--- config.mk ---
export PLATFORM = sky130hd
export DESIGN_NAME = isf_status_flags
export DESIGN_NICKNAME = d
export VERILOG_FILES = /design/src/design/isf_pkg.sv /design/src/design/isf_dec_digit.sv /design/src/design/isf_status_flags.sv
export SDC_FILE = /design/constraint.sdc
export NUM_CORES = 1
export LEC_CHECK = 0
export BUFFER_PORTS_ARGS = -buffer_cell sky130_fd_sc_hd__buf_2
export CAP_MARGIN = 25
export CORE_MARGIN = 3
export CORE_UTILIZATION = 49
export DETAILED_ROUTE_END_ITERATION = 8
export PLACE_DENSITY_LB_ADDON = 0.15
export SKIP_CTS_REPAIR_TIMING = 1
export SLEW_MARGIN = 20
export SYNTH_ARGS = -nofsm -noshare
export SYNTH_HDL_FRONTEND = slang
export SYNTH_SLANG_ARGS = --single-unit
--- constraint.sdc ---
create_clock -name ref_clk -period 4.32 [get_ports ref_clk]
set_input_delay 0.216 -clock ref_clk [delete_from_list [all_inputs] [get_ports ref_clk]]
set_output_delay 0.216 -clock ref_clk [all_outputs]
set_load 0.02 [all_outputs]
--- src/design/isf_pkg.sv ---
// Package: status word layout, command codes and carriers for the status flag block
package isf_pkg;
  localparam int ISF_W = 16;
  localparam logic [7:0] ISF_REG_MAIN = 8'h03;
  localparam logic [7:0] ISF_REG_SECOND = 8'hEC;
  localparam logic [15:0] ISF_MAIN_LATCH = 16'h7F01;
  localparam logic [15:0] ISF_SECOND_LATCH = 16'h03D6;
  localparam logic [15:0] ISF_USED_MASK = 16'h7FFF;
  localparam logic [15:0] ISF_ZERO16 = 16'h0000;
  localparam logic [15:0] ISF_MASK_RESET = 16'h0000;
  localparam int ISF_DIGITS = 5;
  localparam logic [3:0] ISF_TEN = 4'hA;
  localparam logic [2:0] ISF_LAST_DIGIT = 3'h4;

  // Host command codes
  typedef enum logic [2:0] {
    ISF_CMD_NONE = 3'h0,
    ISF_CMD_READ = 3'h1,
    ISF_CMD_CLEAR = 3'h2,
    ISF_CMD_CHECK = 3'h3,
    ISF_CMD_REG = 3'h4
  } isf_cmd_t;

  // Event pulses and live levels from the servo core
  typedef struct packed {
    logic lowVolt;
    logic overVolt;
    logic waitExpired;
    logic stopInputFound;
    logic moveStart;
    logic haltReceived;
    logic holdErr;
    logic moveErr;
    logic indexFound;
  } isf_evt_t;

  typedef struct packed {
    logic overTemp;
    logic largeFrame;
    logic driveDisable;
    logic [2:0] ioLines;
    logic calcNeg;
    logic calcPos;
    logic calcZero;
  } isf_live_t;

  typedef struct packed {
    isf_cmd_t cmd;
    logic [7:0] regNum;
    logic [15:0] arg;
  } isf_req_t;

  typedef enum logic [2:0] {
    ISF_IDLE = 3'b001,
    ISF_CONV = 3'b010,
    ISF_SEND = 3'b100
  } isf_state_t;
endpackage

--- src/design/isf_dec_digit.sv ---
// Divider step: one decimal digit off a binary word, registered
`timescale 1ns/1ps
module isf_dec_digit
  import isf_pkg::*;
(
  input wire logic ref_clk,
  input wire logic rst_n,
  input wire logic load,
  input wire logic [15:0] value,
  output logic [15:0] quotient_r,
  output logic [3:0] digit_r
);
  logic [15:0] quotNxt;
  logic [3:0] digitNxt;
  assign quotNxt = value / 16'(ISF_TEN);
  assign digitNxt = 4'(value % 16'(ISF_TEN));

  always_ff @(posedge ref_clk or negedge rst_n) begin
    if (!rst_n) begin
      quotient_r <= ISF_ZERO16;
      digit_r <= 4'h0;
    end else if (load) begin
      quotient_r <= quotNxt;
      digit_r <= digitNxt;
    end
  end
endmodule

--- src/design/isf_status_flags.sv ---
// Internal status word: latched events, live bits, check mask and host access
`timescale 1ns/1ps
module isf_status_flags
  import isf_pkg::*;
(
  input wire logic ref_clk,
  input wire logic rst_n,
  input isf_evt_t evt,
  input isf_live_t liveRaw,
  input wire logic [15:0] secondEvt,
  input wire logic [15:0] secondLive,
  input isf_req_t req,
  input wire logic reqValid,
  output logic reqReady,
  output logic [31:0] regData_r,
  output logic regDataValid_r,
  output logic [3:0] decDigit_r,
  output logic decDigitValid_r,
  output logic decLast_r,
  output logic [15:0] statusWord,
  output logic [15:0] checkMask_r,
  output logic pollCheckBit
);
  ////////////////////////////////////////////////////////////////////////////
  // Pin synchronisers for live levels
  // Two flops keep metastable pin levels out of the status word
  isf_live_t liveMeta_r;
  isf_live_t live_r;
  always_ff @(posedge ref_clk or negedge rst_n) begin
    if (!rst_n) begin
      liveMeta_r <= '0;
      live_r <= '0;
    end else begin
      liveMeta_r <= liveRaw;
      live_r <= liveMeta_r;
    end
  end

  ////////////////////////////////////////////////////////////////////////////
  // Latched flags
  logic [15:0] latch_r;
  logic [15:0] latchSet;
  logic [15:0] second_r;
  logic [15:0] liveWord;
  logic [15:0] fullWord;
  logic [15:0] secondWord;
  logic take;
  logic clearCmd;
  logic takeCheck;
  logic takeReg;
  logic takeRead;
  logic bit7;
  logic [15:0] mainClr;
  logic [15:0] autoClr;
  logic [15:0] latchNxt;
  logic [15:0] secondClr;
  logic [15:0] secondNxt;

  // Named set strobes, one per latched flag
  logic setLowVolt;
  logic setOverVolt;
  logic setWait;
  logic setStop;
  logic setHalt;
  logic setHold;
  logic setMove;
  logic setIndex;

  // Live fields of the word
  logic [2:0] ioWord;
  logic [2:0] calcWord;
  logic tempOk;
  logic driveOff;
  logic largeFrame;
  logic [15:0] secondLiveBits;
  logic [15:0] checkMaskNxt;
  logic [15:0] pollHits;
  logic regIsMain;
  logic regIsSecond;

  // Command strobe decode, shared by every command path
  function automatic logic cmdTaken(input logic strobe, input isf_cmd_t have, input isf_cmd_t want);
    return strobe && (have == want);
  endfunction

  // Host port: a command is taken on the edge where valid meets ready
  assign take = reqValid && reqReady;
  assign clearCmd = cmdTaken(take, req.cmd, ISF_CMD_CLEAR);
  assign takeCheck = cmdTaken(take, req.cmd, ISF_CMD_CHECK);
  assign takeReg = cmdTaken(take, req.cmd, ISF_CMD_REG);
  assign takeRead = cmdTaken(take, req.cmd, ISF_CMD_READ);

  // Event pulses land in named set strobes
  assign setLowVolt = evt.lowVolt;
  assign setOverVolt = evt.overVolt;
  assign setWait = evt.waitExpired;
  assign setStop = evt.stopInputFound;
  assign setHalt = evt.haltReceived;
  assign setHold = evt.holdErr;
  assign setMove = evt.moveErr;
  assign setIndex = evt.indexFound;

  // Set strobes ordered by bit position
  assign latchSet = {1'b0,
    setLowVolt,
    setOverVolt,
    setWait,
    setStop,
    setHalt,
    setHold,
    setMove,
    7'h00,
    setIndex};

  // Clear-status wipes every latched bit; a move start wipes bit 11 only
  assign mainClr = clearCmd ? ISF_MAIN_LATCH : ISF_ZERO16;
  assign autoClr = {4'h0, evt.moveStart, 11'h000};
  // Set wins over clear when both fall in one cycle
  assign latchNxt = ((latch_r & ~mainClr & ~autoClr) | latchSet) & ISF_MAIN_LATCH;
  assign secondClr = clearCmd ? ISF_SECOND_LATCH : ISF_ZERO16;
  assign secondNxt = ((second_r & ~secondClr) | secondEvt) & ISF_SECOND_LATCH;

  always_ff @(posedge ref_clk or negedge rst_n) begin
    if (!rst_n) begin
      latch_r <= ISF_ZERO16;
    end else begin
      latch_r <= latchNxt;
    end
  end

  // Second word latches follow the same set-wins rule
  always_ff @(posedge ref_clk or negedge rst_n) begin
    if (!rst_n) begin
      second_r <= ISF_ZERO16;
    end else begin
      second_r <= secondNxt;
    end
  end

  // Bit 7 is active low for temperature; the large frame shows the drive disable line there
  assign tempOk = ~live_r.overTemp;
  assign driveOff = live_r.driveDisable;
  assign largeFrame = live_r.largeFrame;
  assign bit7 = largeFrame ? driveOff : tempOk;
  assign ioWord = live_r.ioLines;
  assign calcWord = {live_r.calcNeg, live_r.calcPos, live_r.calcZero};
  assign liveWord = {8'h00, bit7, ioWord, calcWord, 1'b0};
  assign fullWord = (latch_r | liveWord) & ISF_USED_MASK;
  // Second word: latched bits from second_r, the rest pass through live
  assign secondLiveBits = secondLive & ~ISF_SECOND_LATCH;
  assign secondWord = second_r | secondLiveBits;
  assign statusWord = fullWord;

  ////////////////////////////////////////////////////////////////////////////
  // Check mask and polling bit
  // The mask is written whole; bit 15 never takes a one
  assign checkMaskNxt = req.arg & ISF_USED_MASK;
  assign pollHits = fullWord & checkMask_r & ISF_USED_MASK;

  always_ff @(posedge ref_clk or negedge rst_n) begin
    if (!rst_n) begin
      checkMask_r <= ISF_MASK_RESET;
    end else if (takeCheck) begin
      checkMask_r <= checkMaskNxt;
    end
  end

  assign pollCheckBit = |pollHits;

  ////////////////////////////////////////////////////////////////////////////
  // Register read
  // Unknown register numbers read back as zero
  assign regIsMain = (req.regNum == ISF_REG_MAIN);
  assign regIsSecond = (req.regNum == ISF_REG_SECOND);

  always_ff @(posedge ref_clk or negedge rst_n) begin
    if (!rst_n) begin
      regData_r <= 32'h00000000;
      regDataValid_r <= 1'b0;
    end else begin
      regDataValid_r <= takeReg;
      if (takeReg) begin
        if (regIsMain) begin
          regData_r <= {fullWord, ISF_ZERO16};
        end else if (regIsSecond) begin
          regData_r <= {secondWord, ISF_ZERO16};
        end else begin
          regData_r <= 32'h00000000;
        end
      end
    end
  end

  ////////////////////////////////////////////////////////////////////////////
  // Decimal read-out, least significant digit first
  // Each digit takes two cycles: the divider loads in one, the digit is
  // registered out in the next. The host port stays busy for the whole
  // read-out so the running quotient cannot be disturbed.
  isf_state_t state_r;
  isf_state_t stateNxt;
  logic [2:0] digitCnt_r;
  logic [15:0] work_r;
  logic [15:0] quot;
  logic [3:0] digit;
  logic stepLoad;
  logic inIdle;
  logic inConv;
  logic inSend;
  logic lastDigit;
  logic [15:0] convSource;

  assign inIdle = (state_r == ISF_IDLE);
  assign inConv = (state_r == ISF_CONV);
  assign inSend = (state_r == ISF_SEND);
  assign lastDigit = (digitCnt_r == ISF_LAST_DIGIT);
  assign reqReady = inIdle;
  assign stepLoad = (inIdle && takeRead) || inSend;
  // First digit comes off the full status word (latched and live bits), later ones off the running quotient
  assign convSource = inIdle ? fullWord : work_r;

  isf_dec_digit uDigit (
    .ref_clk(ref_clk),
    .rst_n(rst_n),
    .load(stepLoad),
    .value(convSource),
    .quotient_r(quot),
    .digit_r(digit)
  );

  always_comb begin
    stateNxt = state_r;
    case (state_r)
      ISF_IDLE: begin
        if (takeRead) begin
          stateNxt = ISF_CONV;
        end
      end
      ISF_CONV: begin
        stateNxt = ISF_SEND;
      end
      ISF_SEND: begin
        stateNxt = lastDigit ? ISF_IDLE : ISF_CONV;
      end
      default: begin
        stateNxt = ISF_IDLE;
      end
    endcase
  end

  // Digit counter steps once per digit, on the send cycle
  always_ff @(posedge ref_clk or negedge rst_n) begin
    if (!rst_n) begin
      state_r <= ISF_IDLE;
      digitCnt_r <= 3'h0;
    end else begin
      state_r <= stateNxt;
      if (inIdle) begin
        digitCnt_r <= 3'h0;
      end else if (inSend) begin
        digitCnt_r <= digitCnt_r + 3'h1;
      end
    end
  end

  // Digit and last-digit outputs hold until the next digit replaces them; the valid output is high for one cycle per digit
  always_ff @(posedge ref_clk or negedge rst_n) begin
    if (!rst_n) begin
      work_r <= ISF_ZERO16;
      decDigit_r <= 4'h0;
      decDigitValid_r <= 1'b0;
      decLast_r <= 1'b0;
    end else begin
      decDigitValid_r <= inConv;
      if (inConv) begin
        decDigit_r <= digit;
        decLast_r <= lastDigit;
        work_r <= quot;
      end
    end
  end
endmodule

==> impl_metrics.json, run 1 <==
{
  "fill_cells": 964,
  "cp.arrival_ns": 4.99,
  "clkSinkCount": 105,
  "period_needed_ns": 4.73,
  "timing_max_transition_violations_final": 0,
  "cp_max_fo": 17,
  "grt_pass1_wl_um": 29200,
  "num_antenna_cells": 0,
  "grt_overflow": 0,
  "firstDrtPassIters": 4,
  "hold_class": "in -> reg",
  "cts_root_buf": "clkbuf_16",
  "rsz0062_at_grt": "yes",
  "clk_latency_ns": 0.35,
  "drc": 0,
  "start_util_pct": 50.6,
  "skew_ns": 0.00788,
  "die-area_sq_mm": 0.0139,
  "core_sq_mm": 0.0122,
  "synth_edf_count": 0,
  "async_reset_ff_share_pct": 100,
  "num_vias": 6047,
  "avgSynthCellArea_sq_um": 9.23,
  "synth_flop_cell": "dfrtp_1",
  "grt_util_all_layers_pct": 25.8,
  "status": "finished, violations left",
  "yosys_warnings": 0,
  "wl_per_cell_um": 17.3,
  "final-seq-area_sq_mm": 0.00263,
  "h-tree-depth": 3,
  "drt_wl_total_um": 18700,
  "whs_ns": 0.0392,
  "dpl.hpwl_um": 13500,
  "yosys.cell_types.count": 91,
  "ys_ff_latch": 105,
  "crit_required_ns": 4.58,
  "gp_congestion": 0.893,
  "cp-end-kind": "flop",
  "fin_crit_sh_pct": 109,
  "drive_above_1_share_pct": 39.8,
  "chipHeight_um": 118,
  "vias_per_cell": 5.60,
  "synth_area_leader_cell": "dfrtp_1",
  "areaGrowthSynthToFinish_pct": 37.2,
  "clk_pin_slew_ns": 0.07,
  "yosysSeqAreaShare_pct": 42.7,
  "peakVddDrop_mv": 0.326,
  "antenna_found_initial": 0,
  "fin_cells": 1080,
  "io_buffers": 117,
  "yosysMostFrequentCell": "nand2_1",
  "dp.cells": 1028,
  "netlist_area_sq_mm": 0.00615,
  "finalHoldViolCount": 0,
  "final-setup-viol-count": 4,
  "power_leakage_uw": 0.00400,
  "crit_type": "reg -> reg",
  "ys_top_cells_by_count": "nand2_1 (134), dfrtp_1 (104), nor2_1 (37), o21ai_0 (37), buf_4 (26)",
  "multi_input_area_sq_mm": 0.00343,
  "violations": "negative setup slack",
  "fp-row-count": 40,
  "synth_cells": 667,
  "ant_nets": 0,
  "fin_ws_ns": -0.407,
  "p_per_area_mw_per_mm2": 411,
  "cts_max_path_buffers": 2,
  "start_kind": "flop",
  "synth.area.top_cells": "dfrtp_1 (42%), nand2_1 (8.2%), buf_4 (3.2%), mux2_2 (3.1%), o21ai_0 (3.0%)",
  "max_freq_mhz": 212,
  "die_w_um": 118,
  "numCtsBuffers": 9,
  "timing.slew.headroom_pct": 49.0,
  "cts_tree": "done",
  "drv_cap": 0,
  "grt_pass1_vias": 5867,
  "final_core_util_pct": 69.4,
  "nets": 990,
  "worst_pin_slew_ns": 0.744,
  "drtIter0Drc": 461,
  "grt_max_degree": 82,
  "netlist.area_leader.share_pct": 42.3,
  "pin_count": 153
}
layer usage:
metal / routed length [um] / track usage [%] / share of wire (%) / vias up
li1: - / - / - / 2860
met1: 7860 / 32.3 / 42 / 2972
met2: 9500 / 44.7 / 51 / 173
met3: 854 / 5.86 / 4.6 / 42
met4: 456 / 7.11 / 2.4 / 0
met5: 0 / 0 / 0 / -
worst max-delay path, stage by stage (launching register included):
cell	delay, ns
dfrtp_2	0.36
buf_4	0.25
o21ba_2	0.20
o221ai_1	0.24
a21oi_2	0.10
buf_4	0.14
a21o_4	0.22
buf_4	0.15
a31oi_4	0.20
o221ai_4	0.16
or3_4	0.42
a21o_1	0.24
a32o_2	0.31
a22o_1	0.21
o31a_1	0.36
buf_6	0.15
o311ai_4	0.21
and4bb_4	0.28
o211a_1	0.23
o31ai_2	0.20
registers in the layout, summed over array words and instances, names as in the netlist, 4 cells and up:
signal and count:
decDigit_r 4, latch_r 8, uDigit.quotient_r 12, work_r 12, liveMeta_r 9, uDigit.digit_r 4, second_r 7, regData_r 16
checkMask_r 15
cell families (layout without fill, tap and decap cells):
kind of cell / count (synthesis) / after routing / synth area share (%)
adder cells (fa/ha/maj): 3 / 3 / 0.610
XOR/XNOR: 7 / 7 / 0.996
AND/OR/NAND/NOR: 242 / 242 / 17.8
multiplexers: 32 / 32 / 5.71
AO/OA/AOI/OAI: 206 / 206 / 25.5
flip-flops: 105 / 105 / 42.7
buffers and inverters: 71 / 299 / 6.61
other: 1 / 18 / 0.0609
stage by stage:
step | setup WS (ns) | total power [uW] | area (sq um) | TNS, ns
after floorplan | -0.0796 | 1970 | 6250 | -0.135
after global placement | -0.231 | 2390 | 7580 | -0.603
after detailed placement | -0.307 | 2420 | 7580 | -0.788
after CTS | -0.350 | 3250 | 7880 | -0.903
after global routing | -0.603 | 3660 | 8440 | -2.09
final | -0.407 | 3470 | 8440 | -1.32
worst paths after layout:
kind                                              start                            end  slack [ns]  cells after the start
max in group asynchronous                         rst_n      regData_r[17]$_DFFE_PN0P_        3.02                      3
worst max register to register     latch_r[9]$_DFF_PN0_  uDigit.digit_r[3]$_DFFE_PN0P_       -0.41                     19
worst min register to register  liveMeta_r[5]$_DFF_PN0_            ioWord[2]$_DFF_PN0_        0.35                      0
worst min-delay path                       secondEvt[8]          second_r[8]$_DFF_PN0_        0.04                      2
worst max-delay path               latch_r[9]$_DFF_PN0_  uDigit.digit_r[3]$_DFFE_PN0P_       -0.41                     19
min in group asynchronous                         rst_n          latch_r[14]$_DFF_PN0_        0.47                      2
area by class of cell:
class / count / share of cell area, %
Inverter: 12 / 0.622
Tap cell: 168 / 2.49
Multi-Input combinational cell: 508 / 40.6
Timing Repair Buffer: 271 / 21.5
Clock inverter: 6 / 0.845
Sequential cell: 105 / 31.2
Clock buffer: 10 / 2.71
power by group:
part | leakage [uW] | switching (uW) | internal, uW | total [uW]
Combinational | 0.00257 | 742 | 714 | 1460
Sequential | 0.00128 | 83.2 | 1100 | 1190
Clock | 0.000145 | 375 | 457 | 832
layout by cell type, fill, tap and decap left out, types with 6 or more instances in the layout:
master and count:
nand2_1 133, buf_4 132, buf_2 116, dfrtp_1 101
nor2_1 36, o21ai_0 35, a21oi_1 22, a22oi_1 22
conb_1 18, a21o_1 17, mux2_2 17, nand3_1 14
buf_6 13, inv_1 10, mux2i_1 10, dlygate4sd3_1 10
clkbuf_16 9, o211ai_1 8, nand2b_1 7, nor2b_1 6
xnor2_1 6, nor3_1 6, o21a_1 6, o31ai_1 6
No activity file was read; power rests on OpenSTA's default activity.
==> inputs of run 2 (changes only) <==
--- a/config.mk
+++ b/config.mk
@@ -8,7 +8,7 @@
 export BUFFER_PORTS_ARGS = -buffer_cell sky130_fd_sc_hd__buf_2
 export CAP_MARGIN = 25
 export CORE_MARGIN = 3
-export CORE_UTILIZATION = 49
+export CORE_UTILIZATION = 54
 export DETAILED_ROUTE_END_ITERATION = 8
 export PLACE_DENSITY_LB_ADDON = 0.15
 export SKIP_CTS_REPAIR_TIMING = 1
==> constraint.sdc (replaced) <==
create_clock -name ref_clk -period 4.95 [get_ports ref_clk]
set_input_delay 0.2475 -clock ref_clk [delete_from_list [all_inputs] [get_ports ref_clk]]
set_output_delay 0.2475 -clock ref_clk [all_outputs]
set_load 0.02 [all_outputs]
==> impl_metrics.json, run 2 (synthesis gave the netlist of run 1 again) <==
{
  "final_cell_mix": "nand2_1 (133), buf_2 (116), dfrtp_1 (100)",
  "numCtsBuffers": 9,
  "num_vias": 5699,
  "cts_tree": "done",
  "wl_per_cell_um": 18.1,
  "ant_nets": 0,
  "io_buffers": 117,
  "status": "finished, violations left",
  "r2r_setup_slack_ns": 0.21,
  "nets": 891,
  "dpl.hpwl_um": 12500,
  "timing.slew.headroom_pct": 44.0,
  "cp.arrival_ns": 5.00,
  "whs_ns": -0.00726,
  "clk_latency_ns": 0.35,
  "cp-end-kind": "flop",
  "dp.cells": 920,
  "drive_above_1_share_pct": 31.4,
  "cts_root_buf": "clkbuf_16",
  "final-setup-viol-count": 0,
  "hold_class": "in -> async",
  "fin_cells": 953,
  "grt_util_all_layers_pct": 26.9,
  "crit_type": "reg -> reg",
  "drv_cap": 0,
  "fin_crit_sh_pct": 95.7,
  "drt_wl_total_um": 17200,
  "gp_congestion": 0.884,
  "pin_count": 153,
  "start_util_pct": 56.0,
  "die_w_um": 113,
  "num_antenna_cells": 0,
  "vias_per_cell": 5.98,
  "h-tree-depth": 3,
  "skew_ns": 0.00883,
  "clk_pin_slew_ns": 0.08,
  "multi_input_area_sq_mm": 0.00331,
  "grt_pass1_wl_um": 27600,
  "firstDrtPassIters": 5,
  "max_freq_mhz": 211,
  "fin_ws_ns": 0.215,
  "r2r_start": "latch_r[10]$_DFF_PN0_",
  "p_per_area_mw_per_mm2": 372,
  "final-seq-area_sq_mm": 0.00263,
  "areaGrowthSynthToFinish_pct": 22.3,
  "fp-row-count": 38,
  "grt_pass1_vias": 5556,
  "cp_max_fo": 7,
  "chipHeight_um": 113,
  "crit_required_ns": 5.21,
  "period_needed_ns": 4.74,
  "rr_worst_depth": 17,
  "worst_pin_slew_ns": 0.840,
  "core_sq_mm": 0.0110,
  "final_core_util_pct": 68.5,
  "power_leakage_uw": 0.00350,
  "largest_register": "regData_r",
  "cts_max_path_buffers": 2,
  "die-area_sq_mm": 0.0127,
  "fill_cells": 863,
  "r2r-end": "uDigit.digit_r[3]$_DFFE_PN0P_",
  "drc": 0,
  "layout_commonest_cell": "nand2_1",
  "timing_max_transition_violations_final": 0,
  "largest_reg_flops": 16,
  "grt_max_degree": 66,
  "grt_overflow": 0,
  "violations": "negative hold slack",
  "top_regs": "regData_r (16), checkMask_r (15)",
  "antenna_found_initial": 1,
  "clkSinkCount": 105,
  "place_ws_ns": 0.121,
  "start_kind": "flop",
  "finalHoldViolCount": 3,
  "drtIter0Drc": 412,
  "peakVddDrop_mv": 0.319
}
## run 2: cell count changes in the layout (fill, tap and decap cells not counted), sizes merged
cell and delta:
dlygate4sd3 -3, inv +1, clkbuf -1, buf -96
## run 2: final cells by class
type,count,share of cell area (%)
multi-input combinational,508,44.0
sequential,105,35.0
timing repair buffer,172,13.8
clock buffer,9,2.99
tap,140,2.33
clock inverter,7,1.25
inverter,12,0.632
## run 2: worst max path at each step
| stage | from | to | slack, ns | cells past startpoint |
|---|---|---|---|---|
| floorplan | latch_r[10]$_DFF_PN0_ | uDigit.digit_r[3]$_DFFE_PN0P_ | 0.45 | 18 |
| global placement | state_r[0]$_DFFE_PN1P_ | uDigit.digit_r[3]$_DFFE_PN0P_ | 0.22 | 18 |
| detailed placement | state_r[0]$_DFFE_PN1P_ | uDigit.digit_r[2]$_DFFE_PN0P_ | 0.12 | 18 |
| CTS | state_r[0]$_DFFE_PN1P_ | uDigit.digit_r[2]$_DFFE_PN0P_ | 0.08 | 18 |
| global route | state_r[0]$_DFFE_PN1P_ | uDigit.digit_r[3]$_DFFE_PN0P_ | -0.07 | 17 |
| finish | latch_r[10]$_DFF_PN0_ | uDigit.digit_r[3]$_DFFE_PN0P_ | 0.21 | 17 |
## run 2: critical path, stage by stage (launching register included)
cell and delay [ns]:
dfrtp_2 0.46, or3b_1 0.40, a221o_1 0.40, a21oi_4 0.19, a21o_4 0.19, mux2_4 0.35, o221ai_4 0.27, a22oi_4 0.16
a22oi_2 0.34, nand4_1 0.28, a211oi_4 0.38, or2_2 0.18, mux2i_1 0.19, a21oi_1 0.10, nor2b_1 0.16, ha_1 0.21
o211a_1 0.23, o31ai_2 0.17
## run 2: metal layers
layer / routed length (um) / track usage (%) / vias to the layer above
met5: 11 / 0 / -
met4: 465 / 7.13 / 2
met3: 987 / 6.10 / 47
met2: 8540 / 45.3 / 209
met1: 7230 / 35.1 / 2776
li1: - / - / 2665
## run 2: metrics by stage
stage          hold WS (ns)  instance area (sq um)  setup TNS (ns)  power, uW
6_report           -0.00726                   7530               0       2800
2_1_floorplan       -0.0481                   6220               0       1710
4_1_cts            -0.00804                   7260               0       2720
3_5_place_dp          0.335                   6940               0       1970
5_1_grt             0.00313                   7530         -0.0799       2950
3_3_place_gp          0.332                   6920               0       1950
## run 2: report_power, final
part	switching (uW)	internal, uW
Combinational	569	439
Sequential	76.5	962
Clock	348	408
